### config.mk
export PLATFORM = sky130hd
export DESIGN_NAME = timer2_control_reload
export DESIGN_NICKNAME = d
export VERILOG_FILES = /design/src/t2_byte_counter.v /design/src/t2_rate_divider.v /design/src/timer2_control_reload.v
export VERILOG_INCLUDE_DIRS = /design/src /design/src/src
export SDC_FILE = /design/constraint.sdc
export NUM_CORES = 1
export LEC_CHECK = 0
export CAP_MARGIN = 5
export CORE_UTILIZATION = 45
export DETAILED_ROUTE_END_ITERATION = 7
export DONT_BUFFER_PORTS = 1
export GPL_ROUTABILITY_DRIVEN = 0
export SETUP_SLACK_MARGIN = 0.02
export SKIP_CTS_REPAIR_TIMING = 1
export SLEW_MARGIN = 20
export SYNTH_ARGS = -nofsm -noshare
export SYNTH_HDL_FRONTEND = slang
export SYNTH_SLANG_ARGS = --single-unit
### constraint.sdc
create_clock -name i_clk_sys -period 2.1 [get_ports i_clk_sys]
set_input_delay 0 -clock i_clk_sys [delete_from_list [all_inputs] [get_ports i_clk_sys]]
set_output_delay 0 -clock i_clk_sys [all_outputs]
set_load 0.01 [all_outputs]
### src/timer2_consts.vh
// Purpose: Register offsets, field positions, reset values and counts for the reload timer
// Assumes: Register offsets are byte indices; the bus byte address is four times the index
// Notes: Definitions only
`ifndef TIMER2_CONSTS_VH
`define TIMER2_CONSTS_VH

`define T2_IDX_CONTROL 8'hc8
`define T2_IDX_RELOAD_LOW 8'hca
`define T2_IDX_RELOAD_HIGH 8'hcb
`define T2_IDX_COUNT_LOW 8'hcc
`define T2_IDX_COUNT_HIGH 8'hcd
`define T2_IDX_CLOCK_CONTROL 8'hc0
`define T2_IDX_IRQ_STATUS 8'hc1
`define T2_IDX_IRQ_MASK 8'hc2

`define T2_BIT_HIGH_FLAG 7
`define T2_BIT_LOW_FLAG 6
`define T2_BIT_LOW_IRQ_EN 5
`define T2_BIT_CAPTURE_EN 4
`define T2_BIT_SPLIT 3
`define T2_BIT_RUN 2
`define T2_BIT_UNUSED 1
`define T2_BIT_EXT_CLK 0

`define T2_BIT_CLK_LOW_SYS 0
`define T2_BIT_CLK_HIGH_SYS 1
`define T2_BIT_TIMER_IRQ_EN 2

`define T2_EV_HIGH_OVF 0
`define T2_EV_LOW_OVF 1
`define T2_EV_CAPTURE 2

`define T2_CONTROL_RESET 8'h00
`define T2_RELOAD_RESET 8'h00
`define T2_CLOCK_CONTROL_RESET 8'h00
`define T2_IRQ_MASK_RESET 8'h00

`define T2_SYS_DIV 12
`define T2_EXT_DIV 8
`define T2_CAPTURE_LATENCY 1

`endif

### src/t2_byte_counter.v
// Purpose: One 8-bit count byte with tick, reload and software load
// Assumes: All inputs on the system clock
// Notes: Overflow pulse marks a step taken while the count is 0xff
`timescale 1ns/100ps
module t2_byte_counter (
  input wire i_clk_sys,
  input wire i_rst_n,
  input wire i_step,
  input wire i_reload,
  input wire [7:0] i_reload_value,
  input wire i_load,
  input wire [7:0] i_load_value,
  output reg [7:0] o_count,
  output wire o_wrap
);
  assign o_wrap = i_step && (o_count == 8'hff);

  always @(posedge i_clk_sys or negedge i_rst_n) begin
    if (!i_rst_n) begin
      o_count <= 8'h00;
    end else if (i_load) begin
      o_count <= i_load_value;
    end else if (i_reload) begin
      o_count <= i_reload_value;
    end else if (i_step) begin
      o_count <= o_count + 8'h01;
    end
  end
endmodule // t2_byte_counter

### src/t2_rate_divider.v
// Purpose: Turns a stream of ticks into one pulse every DIV ticks
// Assumes: One clock domain; i_tick counts once in every cycle it is high (held high for divide-by-12)
// Notes: Used for the divide-by-12 and divide-by-8 prescalers
`timescale 1ns/100ps
module t2_rate_divider #(
  parameter DIV = 12,
  parameter W = 4
) (
  input wire i_clk_sys,
  input wire i_rst_n,
  input wire i_tick,
  output reg o_pulse
);
  reg [W-1:0] count;

  always @(posedge i_clk_sys or negedge i_rst_n) begin
    if (!i_rst_n) begin
      count <= {W{1'b0}};
      o_pulse <= 1'b0;
    end else begin
      o_pulse <= 1'b0;
      if (i_tick) begin
        if (count == DIV[W-1:0] - {{(W-1){1'b0}}, 1'b1}) begin
          count <= {W{1'b0}};
          o_pulse <= 1'b1;
        end else begin
          count <= count + {{(W-1){1'b0}}, 1'b1};
        end
      end
    end
  end
endmodule // t2_rate_divider

### src/timer2_control_reload.v
// Purpose: Control, status and reload logic of a 16-bit or split 8-bit auto-reload timer
// Assumes: Avalon-MM slave, byte address = 4 x register index, data in low byte
// Notes: Comparator and external clock are pins, synchronised before use
// Function
// - Set high flag on high byte wrap
// - High flag raises enabled timer interrupt
// - Set low flag on every low wrap
// - Only software clears overflow flags
// - Low overflow interrupts when low enable set
// - Comparator rising edge captures count into reload
// - Capture raises enabled timer interrupt
// - Split bit picks 16-bit or dual 8-bit
// - Run gates counting; split low always runs
// - Control bit 1 reads zero, ignores writes
// - External select picks div12 or ext div8
// - External select applies to both bytes
// - Control resets zero, single bits writable
// - Reload low byte read/write, resets zero
// - 16-bit wrap loads reload pair
// - Split bytes reload from own reload byte
// - Byte clock select picks system clock
// - Reload high byte read/write, resets zero
//
// Local design decision: register access over Avalon-MM.
`timescale 1ns/100ps
`include "timer2_consts.vh"
module timer2_control_reload (
  input wire i_clk_sys,
  input wire i_rst_n,
  input wire [9:0] i_address,
  input wire i_read,
  input wire i_write,
  input wire [31:0] i_writedata,
  input wire [3:0] i_byteenable,
  input wire i_comparator,
  input wire i_ext_clk,
  output reg [31:0] o_readdata,
  output reg o_waitrequest,
  output reg [1:0] o_response,
  output reg o_timer_irq,
  output reg o_irq
);
  reg [7:0] control;
  reg [7:0] reload_low;
  reg [7:0] reload_high;
  reg [7:0] clock_control;
  reg [2:0] irq_status;
  reg [2:0] irq_mask;
  reg cmp_meta, cmp_sync, cmp_prev;
  reg ext_meta, ext_sync, ext_prev;
  reg done;
  wire [7:0] count_low;
  wire [7:0] count_high;
  wire low_wrap, high_wrap;
  wire div12_pulse, ext8_pulse;
  wire ext_edge = ext_sync && !ext_prev;
  wire cmp_edge = cmp_sync && !cmp_prev;
  wire split = control[`T2_BIT_SPLIT];
  wire run = control[`T2_BIT_RUN];
  wire access = (i_read || i_write) && o_waitrequest && !done;
  // Write lands on the edge where the master sees waitrequest low
  wire wr_ok = i_write && !o_waitrequest && i_byteenable[0];
  wire [7:0] idx = i_address[9:2];
  wire [7:0] wdata = i_writedata[7:0];

  function hit;
    input [7:0] a;
    input [7:0] b;
    begin
      hit = (a == b);
    end
  endfunction

  // Pin synchronisers; first stage feeds only the second
  always @(posedge i_clk_sys or negedge i_rst_n) begin
    if (!i_rst_n) begin
      cmp_meta <= 1'b0;
      cmp_sync <= 1'b0;
      cmp_prev <= 1'b0;
      ext_meta <= 1'b0;
      ext_sync <= 1'b0;
      ext_prev <= 1'b0;
    end else begin
      cmp_meta <= i_comparator;
      cmp_sync <= cmp_meta;
      cmp_prev <= cmp_sync;
      ext_meta <= i_ext_clk;
      ext_sync <= ext_meta;
      ext_prev <= ext_sync;
    end
  end

  t2_rate_divider #(.DIV(`T2_SYS_DIV), .W(4)) u_div12 (
    .i_clk_sys(i_clk_sys),
    .i_rst_n(i_rst_n),
    .i_tick(1'b1),
    .o_pulse(div12_pulse)
  );

  t2_rate_divider #(.DIV(`T2_EXT_DIV), .W(4)) u_div8 (
    .i_clk_sys(i_clk_sys),
    .i_rst_n(i_rst_n),
    .i_tick(ext_edge),
    .o_pulse(ext8_pulse)
  );

  // Shared slow source, then per-byte override
  wire slow_tick = control[`T2_BIT_EXT_CLK] ? ext8_pulse : div12_pulse;
  wire low_tick = clock_control[`T2_BIT_CLK_LOW_SYS] ? 1'b1 : slow_tick;
  wire high_tick = clock_control[`T2_BIT_CLK_HIGH_SYS] ? 1'b1 : slow_tick;

  // In 16-bit mode the low byte clock drives the pair; high steps on low carry
  wire low_step = split ? low_tick : (run && low_tick);
  wire high_step = split ? (run && high_tick) : low_wrap;
  wire wrap16 = !split && high_wrap;
  wire low_reload = split ? low_wrap : wrap16;
  wire high_reload = high_wrap;
  wire sw_low = wr_ok && hit(idx, `T2_IDX_COUNT_LOW);
  wire sw_high = wr_ok && hit(idx, `T2_IDX_COUNT_HIGH);

  t2_byte_counter u_low (
    .i_clk_sys(i_clk_sys),
    .i_rst_n(i_rst_n),
    .i_step(low_step),
    .i_reload(low_reload),
    .i_reload_value(reload_low),
    .i_load(sw_low),
    .i_load_value(wdata),
    .o_count(count_low),
    .o_wrap(low_wrap)
  );

  t2_byte_counter u_high (
    .i_clk_sys(i_clk_sys),
    .i_rst_n(i_rst_n),
    .i_step(high_step),
    .i_reload(high_reload),
    .i_reload_value(reload_high),
    .i_load(sw_high),
    .i_load_value(wdata),
    .o_count(count_high),
    .o_wrap(high_wrap)
  );

  // Capture only meaningful in 16-bit mode
  wire capture = control[`T2_BIT_CAPTURE_EN] && !split && cmp_edge;

  wire [7:0] control_wval = {wdata[7:2], 1'b0, wdata[0]};
  wire ctl_wr = wr_ok && hit(idx, `T2_IDX_CONTROL);
  wire rd_status = i_read && access && hit(idx, `T2_IDX_IRQ_STATUS);

  // Control; hardware sets beat software clears in the same cycle
  always @(posedge i_clk_sys or negedge i_rst_n) begin
    if (!i_rst_n) begin
      control <= `T2_CONTROL_RESET;
    end else begin
      if (ctl_wr) begin
        control <= control_wval;
      end
      if (high_wrap || capture) begin
        control[`T2_BIT_HIGH_FLAG] <= 1'b1;
      end
      if (low_wrap) begin
        control[`T2_BIT_LOW_FLAG] <= 1'b1;
      end
    end
  end

  // Capture wins over software write of the same reload byte
  always @(posedge i_clk_sys or negedge i_rst_n) begin
    if (!i_rst_n) begin
      reload_low <= `T2_RELOAD_RESET;
      reload_high <= `T2_RELOAD_RESET;
    end else if (capture) begin
      reload_low <= count_low;
      reload_high <= count_high;
    end else begin
      if (wr_ok && hit(idx, `T2_IDX_RELOAD_LOW)) begin
        reload_low <= wdata;
      end
      if (wr_ok && hit(idx, `T2_IDX_RELOAD_HIGH)) begin
        reload_high <= wdata;
      end
    end
  end

  always @(posedge i_clk_sys or negedge i_rst_n) begin
    if (!i_rst_n) begin
      clock_control <= `T2_CLOCK_CONTROL_RESET;
      irq_mask <= 3'h0;
    end else begin
      if (wr_ok && hit(idx, `T2_IDX_CLOCK_CONTROL)) begin
        clock_control <= {5'h00, wdata[2:0]};
      end
      if (wr_ok && hit(idx, `T2_IDX_IRQ_MASK)) begin
        irq_mask <= wdata[2:0];
      end
    end
  end

  // Sticky event bits; read clears, a new event in that cycle survives
  wire [2:0] events = {capture, low_wrap, high_wrap};
  always @(posedge i_clk_sys or negedge i_rst_n) begin
    if (!i_rst_n) begin
      irq_status <= 3'h0;
    end else begin
      irq_status <= (rd_status ? 3'h0 : irq_status) | events;
    end
  end

  // Timer request follows the flags, like the core's level request
  wire timer_en = clock_control[`T2_BIT_TIMER_IRQ_EN];
  wire next_timer_irq = timer_en && (control[`T2_BIT_HIGH_FLAG] ||
    (control[`T2_BIT_LOW_IRQ_EN] && control[`T2_BIT_LOW_FLAG]));

  always @(posedge i_clk_sys or negedge i_rst_n) begin
    if (!i_rst_n) begin
      o_timer_irq <= 1'b0;
      o_irq <= 1'b0;
    end else begin
      o_timer_irq <= next_timer_irq;
      o_irq <= |(irq_status & irq_mask);
    end
  end

  // Read mux
  reg [7:0] rdata;
  reg known;
  always @* begin
    rdata = 8'h00;
    known = 1'b1;
    case (idx)
      `T2_IDX_CONTROL: rdata = control;
      `T2_IDX_RELOAD_LOW: rdata = reload_low;
      `T2_IDX_RELOAD_HIGH: rdata = reload_high;
      `T2_IDX_COUNT_LOW: rdata = count_low;
      `T2_IDX_COUNT_HIGH: rdata = count_high;
      `T2_IDX_CLOCK_CONTROL: rdata = clock_control;
      `T2_IDX_IRQ_STATUS: rdata = {5'h00, irq_status};
      `T2_IDX_IRQ_MASK: rdata = {5'h00, irq_mask};
      default: known = 1'b0;
    endcase
  end

  // One wait cycle per access keeps read data registered
  always @(posedge i_clk_sys or negedge i_rst_n) begin
    if (!i_rst_n) begin
      o_waitrequest <= 1'b1;
      o_readdata <= 32'h00000000;
      o_response <= 2'h0;
      done <= 1'b0;
    end else begin
      if (access) begin
        o_waitrequest <= 1'b0;
        done <= 1'b1;
        o_readdata <= i_read ? {24'h000000, rdata} : 32'h00000000;
        o_response <= known ? 2'h0 : 2'h3;
      end else begin
        o_waitrequest <= 1'b1;
        done <= 1'b0;
      end
    end
  end
endmodule // timer2_control_reload

==> results.sh <==
export IMPL_critPathBufInv=1
export IMPL_core_area_sq_um=9280
export IMPL_chipHeight_microns=100
export IMPL_relSlewSlack=0.510
export IMPL_port_buffers=0
export IMPL_clock_latency_ns=0.36
export IMPL_syn_area_per_cell_sq_um=10.1
export IMPL_htreeDepth=3
export IMPL_drt_pass1_iter_count=4
export IMPL_synth_simple_area_share=0.138
export IMPL_holdWs_ns=-0.0689
export IMPL_grt_pass1_vias=3119
export IMPL_seq_area_frac_synth=0.444
export IMPL_power_leakage_nw=2.08
export IMPL_wl_per_cell_microns=17.5
export IMPL_max_vdd_ir_drop_mv=0.375
export IMPL_synth_top_family_by_area="compound AO/OA/AOI/OAI gates"
export IMPL_start_util=0.467
export IMPL_violations="negative hold slack"
export IMPL_crit_path_start_kind="flip-flop"
export IMPL_globalRouteOverflowTotal=0
export IMPL_path_clk_slew_ns=0.09
export IMPL_die_x_microns=100
export IMPL_cap_violations=0
export IMPL_dpl_hpwl_microns=7010
export IMPL_clock_sink_count=77
export IMPL_cts_buffer_depth=2
export IMPL_skew_ns=0.0126
export IMPL_antenna_found_initial=1
export IMPL_num_vias=3227
export IMPL_period_share=0.885
export IMPL_hold_class="in2reg"
export IMPL_worst_pin_slew_ns=0.730
export IMPL_worstPathMaxFanout=10
export IMPL_finalPower_w=0.00344
export IMPL_async_flop_share=1.00
export IMPL_rsz0062_at_grt="no"
export IMPL_hold_violations=5
export IMPL_dieArea_sq_um=10000
export IMPL_synth_mux_area_frac=0.151
export IMPL_end_kind="flip-flop"
export IMPL_rows=35
export IMPL_drc=0
export IMPL_routed_wl_microns=10200
export IMPL_drive_gt1_frac=0.159
export IMPL_synthAdderAreaFrac=0.0115
export IMPL_cts_tree="done"
export IMPL_areaGrowthSynthToFinish_pct=10.7
export IMPL_layout_commonest_cell="dfrtp_1"
export IMPL_cp_slowest_cell="dfrtp_1"
export IMPL_crit_arrival_ns=2.10
export IMPL_cts_buffers=9
export IMPL_nets=503
export IMPL_yosysUniqueCellTypes=58
export IMPL_fillers=859
export IMPL_power_density_nw_per_um2=716
export IMPL_synthFlopType="dfrtp_1"
export IMPL_ys_top_cells_by_area="dfrtp_1 44%, mux2i_1 9.0%, mux2_2 5.7%"
export IMPL_synth_warnings=0
export IMPL_status="finished with violations"
export IMPL_report_final_slew_viol_count=0
export IMPL_crit_required_ns=2.34
export IMPL_root_buffer="clkbuf_8"
export IMPL_pin_count=89
export IMPL_drtAntennaViolNets=0
export IMPL_vias_per_cell=5.54
export IMPL_synthCells=428
export IMPL_cp_slowest_stage_delay_ns=0.51
export IMPL_tns_ns=0
export IMPL_synth_xor_area_frac=0.0202
export IMPL_setup_viol=0
export IMPL_mostFrequentLayoutCells="76 x dfrtp_1, 56 x nand2_1, 39 x mux2i_1"
export IMPL_path_cells="and4_4, and4_4, o21ba_1, buf_4, mux2i_1, o21ai_1"
export IMPL_critPathMostFrequentCell="and4_4"
export IMPL_period_needed_ns=1.86
export IMPL_grt_use_total=0.217
export IMPL_critPathKind="reg2reg"
export IMPL_fmax_ghz=0.538
export IMPL_synth_edff_count=0
export IMPL_dr_first_iter_drc_count=174
export IMPL_grt_max_degree=78
export IMPL_synth_area_sq_um=4340
export IMPL_ys_ff_latch=77
export IMPL_synth_top_area_frac=0.438
export IMPL_grt_pass1_wl_microns=16300
export IMPL_synth_compound_area_frac=0.154
export IMPL_yosys_area_top_type="dfrtp_1"
export IMPL_critPathTopFamily="simple AND/OR/NAND/NOR gates"
-- cells by family after synthesis --
family	after synthesis
multiplexers	62
flip-flops	77
AND/OR/NAND/NOR	119
buffers and inverters	55
AO/OA/AOI/OAI	100
XOR/XNOR	10
adder cells (fa/ha/maj)	4
other	1
-- report_power, final --
group	internal, W	switching (W)	total (W)
clock	0.000699	0.000559	0.00126
sequential	0.00162	0.000120	0.00174
combinational	0.000207	0.000236	0.000443
-- layout make-up --
cell class                      instances  area [sq um]  area share
Clock inverter                          6          86.3      0.0180
Multi-Input combinational cell        319          2150       0.447
Timing Repair Buffer                   35           320      0.0667
Antenna cell                            1          2.50    0.000521
Tap cell                              129           161      0.0336
Sequential cell                        77          1930       0.401
Inverter                                5          18.8     0.00391
Clock buffer                           10           138      0.0287
-- cells in the mapped netlist (4+ instances only) --
| library cell | number |
|---|---|
| dfrtp_1 | 76 |
| nand2_1 | 56 |
| mux2i_1 | 39 |
| o21ai_0 | 35 |
| buf_4 | 27 |
| mux2_2 | 22 |
| nor2_1 | 14 |
| a22oi_1 | 11 |
| clkbuf_1 | 10 |
| nand3_1 | 10 |
| xnor2_1 | 8 |
| buf_2 | 7 |
| o21ai_1 | 7 |
| a21oi_1 | 6 |
| a31oi_1 | 6 |
| nand4_1 | 6 |
| and3_1 | 5 |
| inv_1 | 5 |
| nor2b_1 | 5 |
| o22a_1 | 5 |
| o22ai_1 | 5 |
| a21o_1 | 4 |
| buf_6 | 4 |
| ha_1 | 4 |
-- worst reg2reg max path, cell delays in order, from the launching register on --
cell and delay, ns:
dfrtp_1 0.51, and4_4 0.31, and4_4 0.32, o21ba_1 0.17
buf_4 0.16, mux2i_1 0.19, o21ai_1 0.08
-- final timing paths --
kind                                    from                end  slack [ns]  cells past startpoint
max reg2reg                u_high.o_count[5]   u_low.o_count[7]        0.24                      6
min reg2reg                         ext_meta           ext_sync        0.35                      0
max                        u_high.o_count[5]   u_low.o_count[7]        0.24                      6
max in group asynchronous            i_rst_n      o_waitrequest        1.56                      2
min in group asynchronous            i_rst_n  u_high.o_count[2]        0.22                      2
min                             i_address[5]      o_readdata[7]       -0.07                      2
-- sequential cells by signal, indices dropped and copies added (netlist names), 3 cells and up --
signal,flops
clock_control,3
u_div8.count,4
reload_low,8
u_low.o_count,8
control,7
o_readdata,8
u_high.o_count,8
irq_mask,3
reload_high,8
irq_status,3
u_div12.count,4
-- layer usage --
| metal | track usage | part of all wire |
|---|---|---|
| met2 | 0.339 | 0.47 |
| met4 | 0.0803 | 0.020 |
| met5 | 0 | 0 |
| met1 | 0.292 | 0.46 |
| met3 | 0.0522 | 0.052 |
-- per-stage QoR --
step	area, sq um	instances	setup WS (ns)	utilization
floorplan	4420	451	0.382	-
global placement	4400	549	0.298	0.474
detailed placement	4400	549	0.267	0.474
CTS	4620	565	0.253	0.498
global route	4800	581	0.0512	0.517
finish	4800	582	0.241	0.517
(Power assumes the default switching activity.)
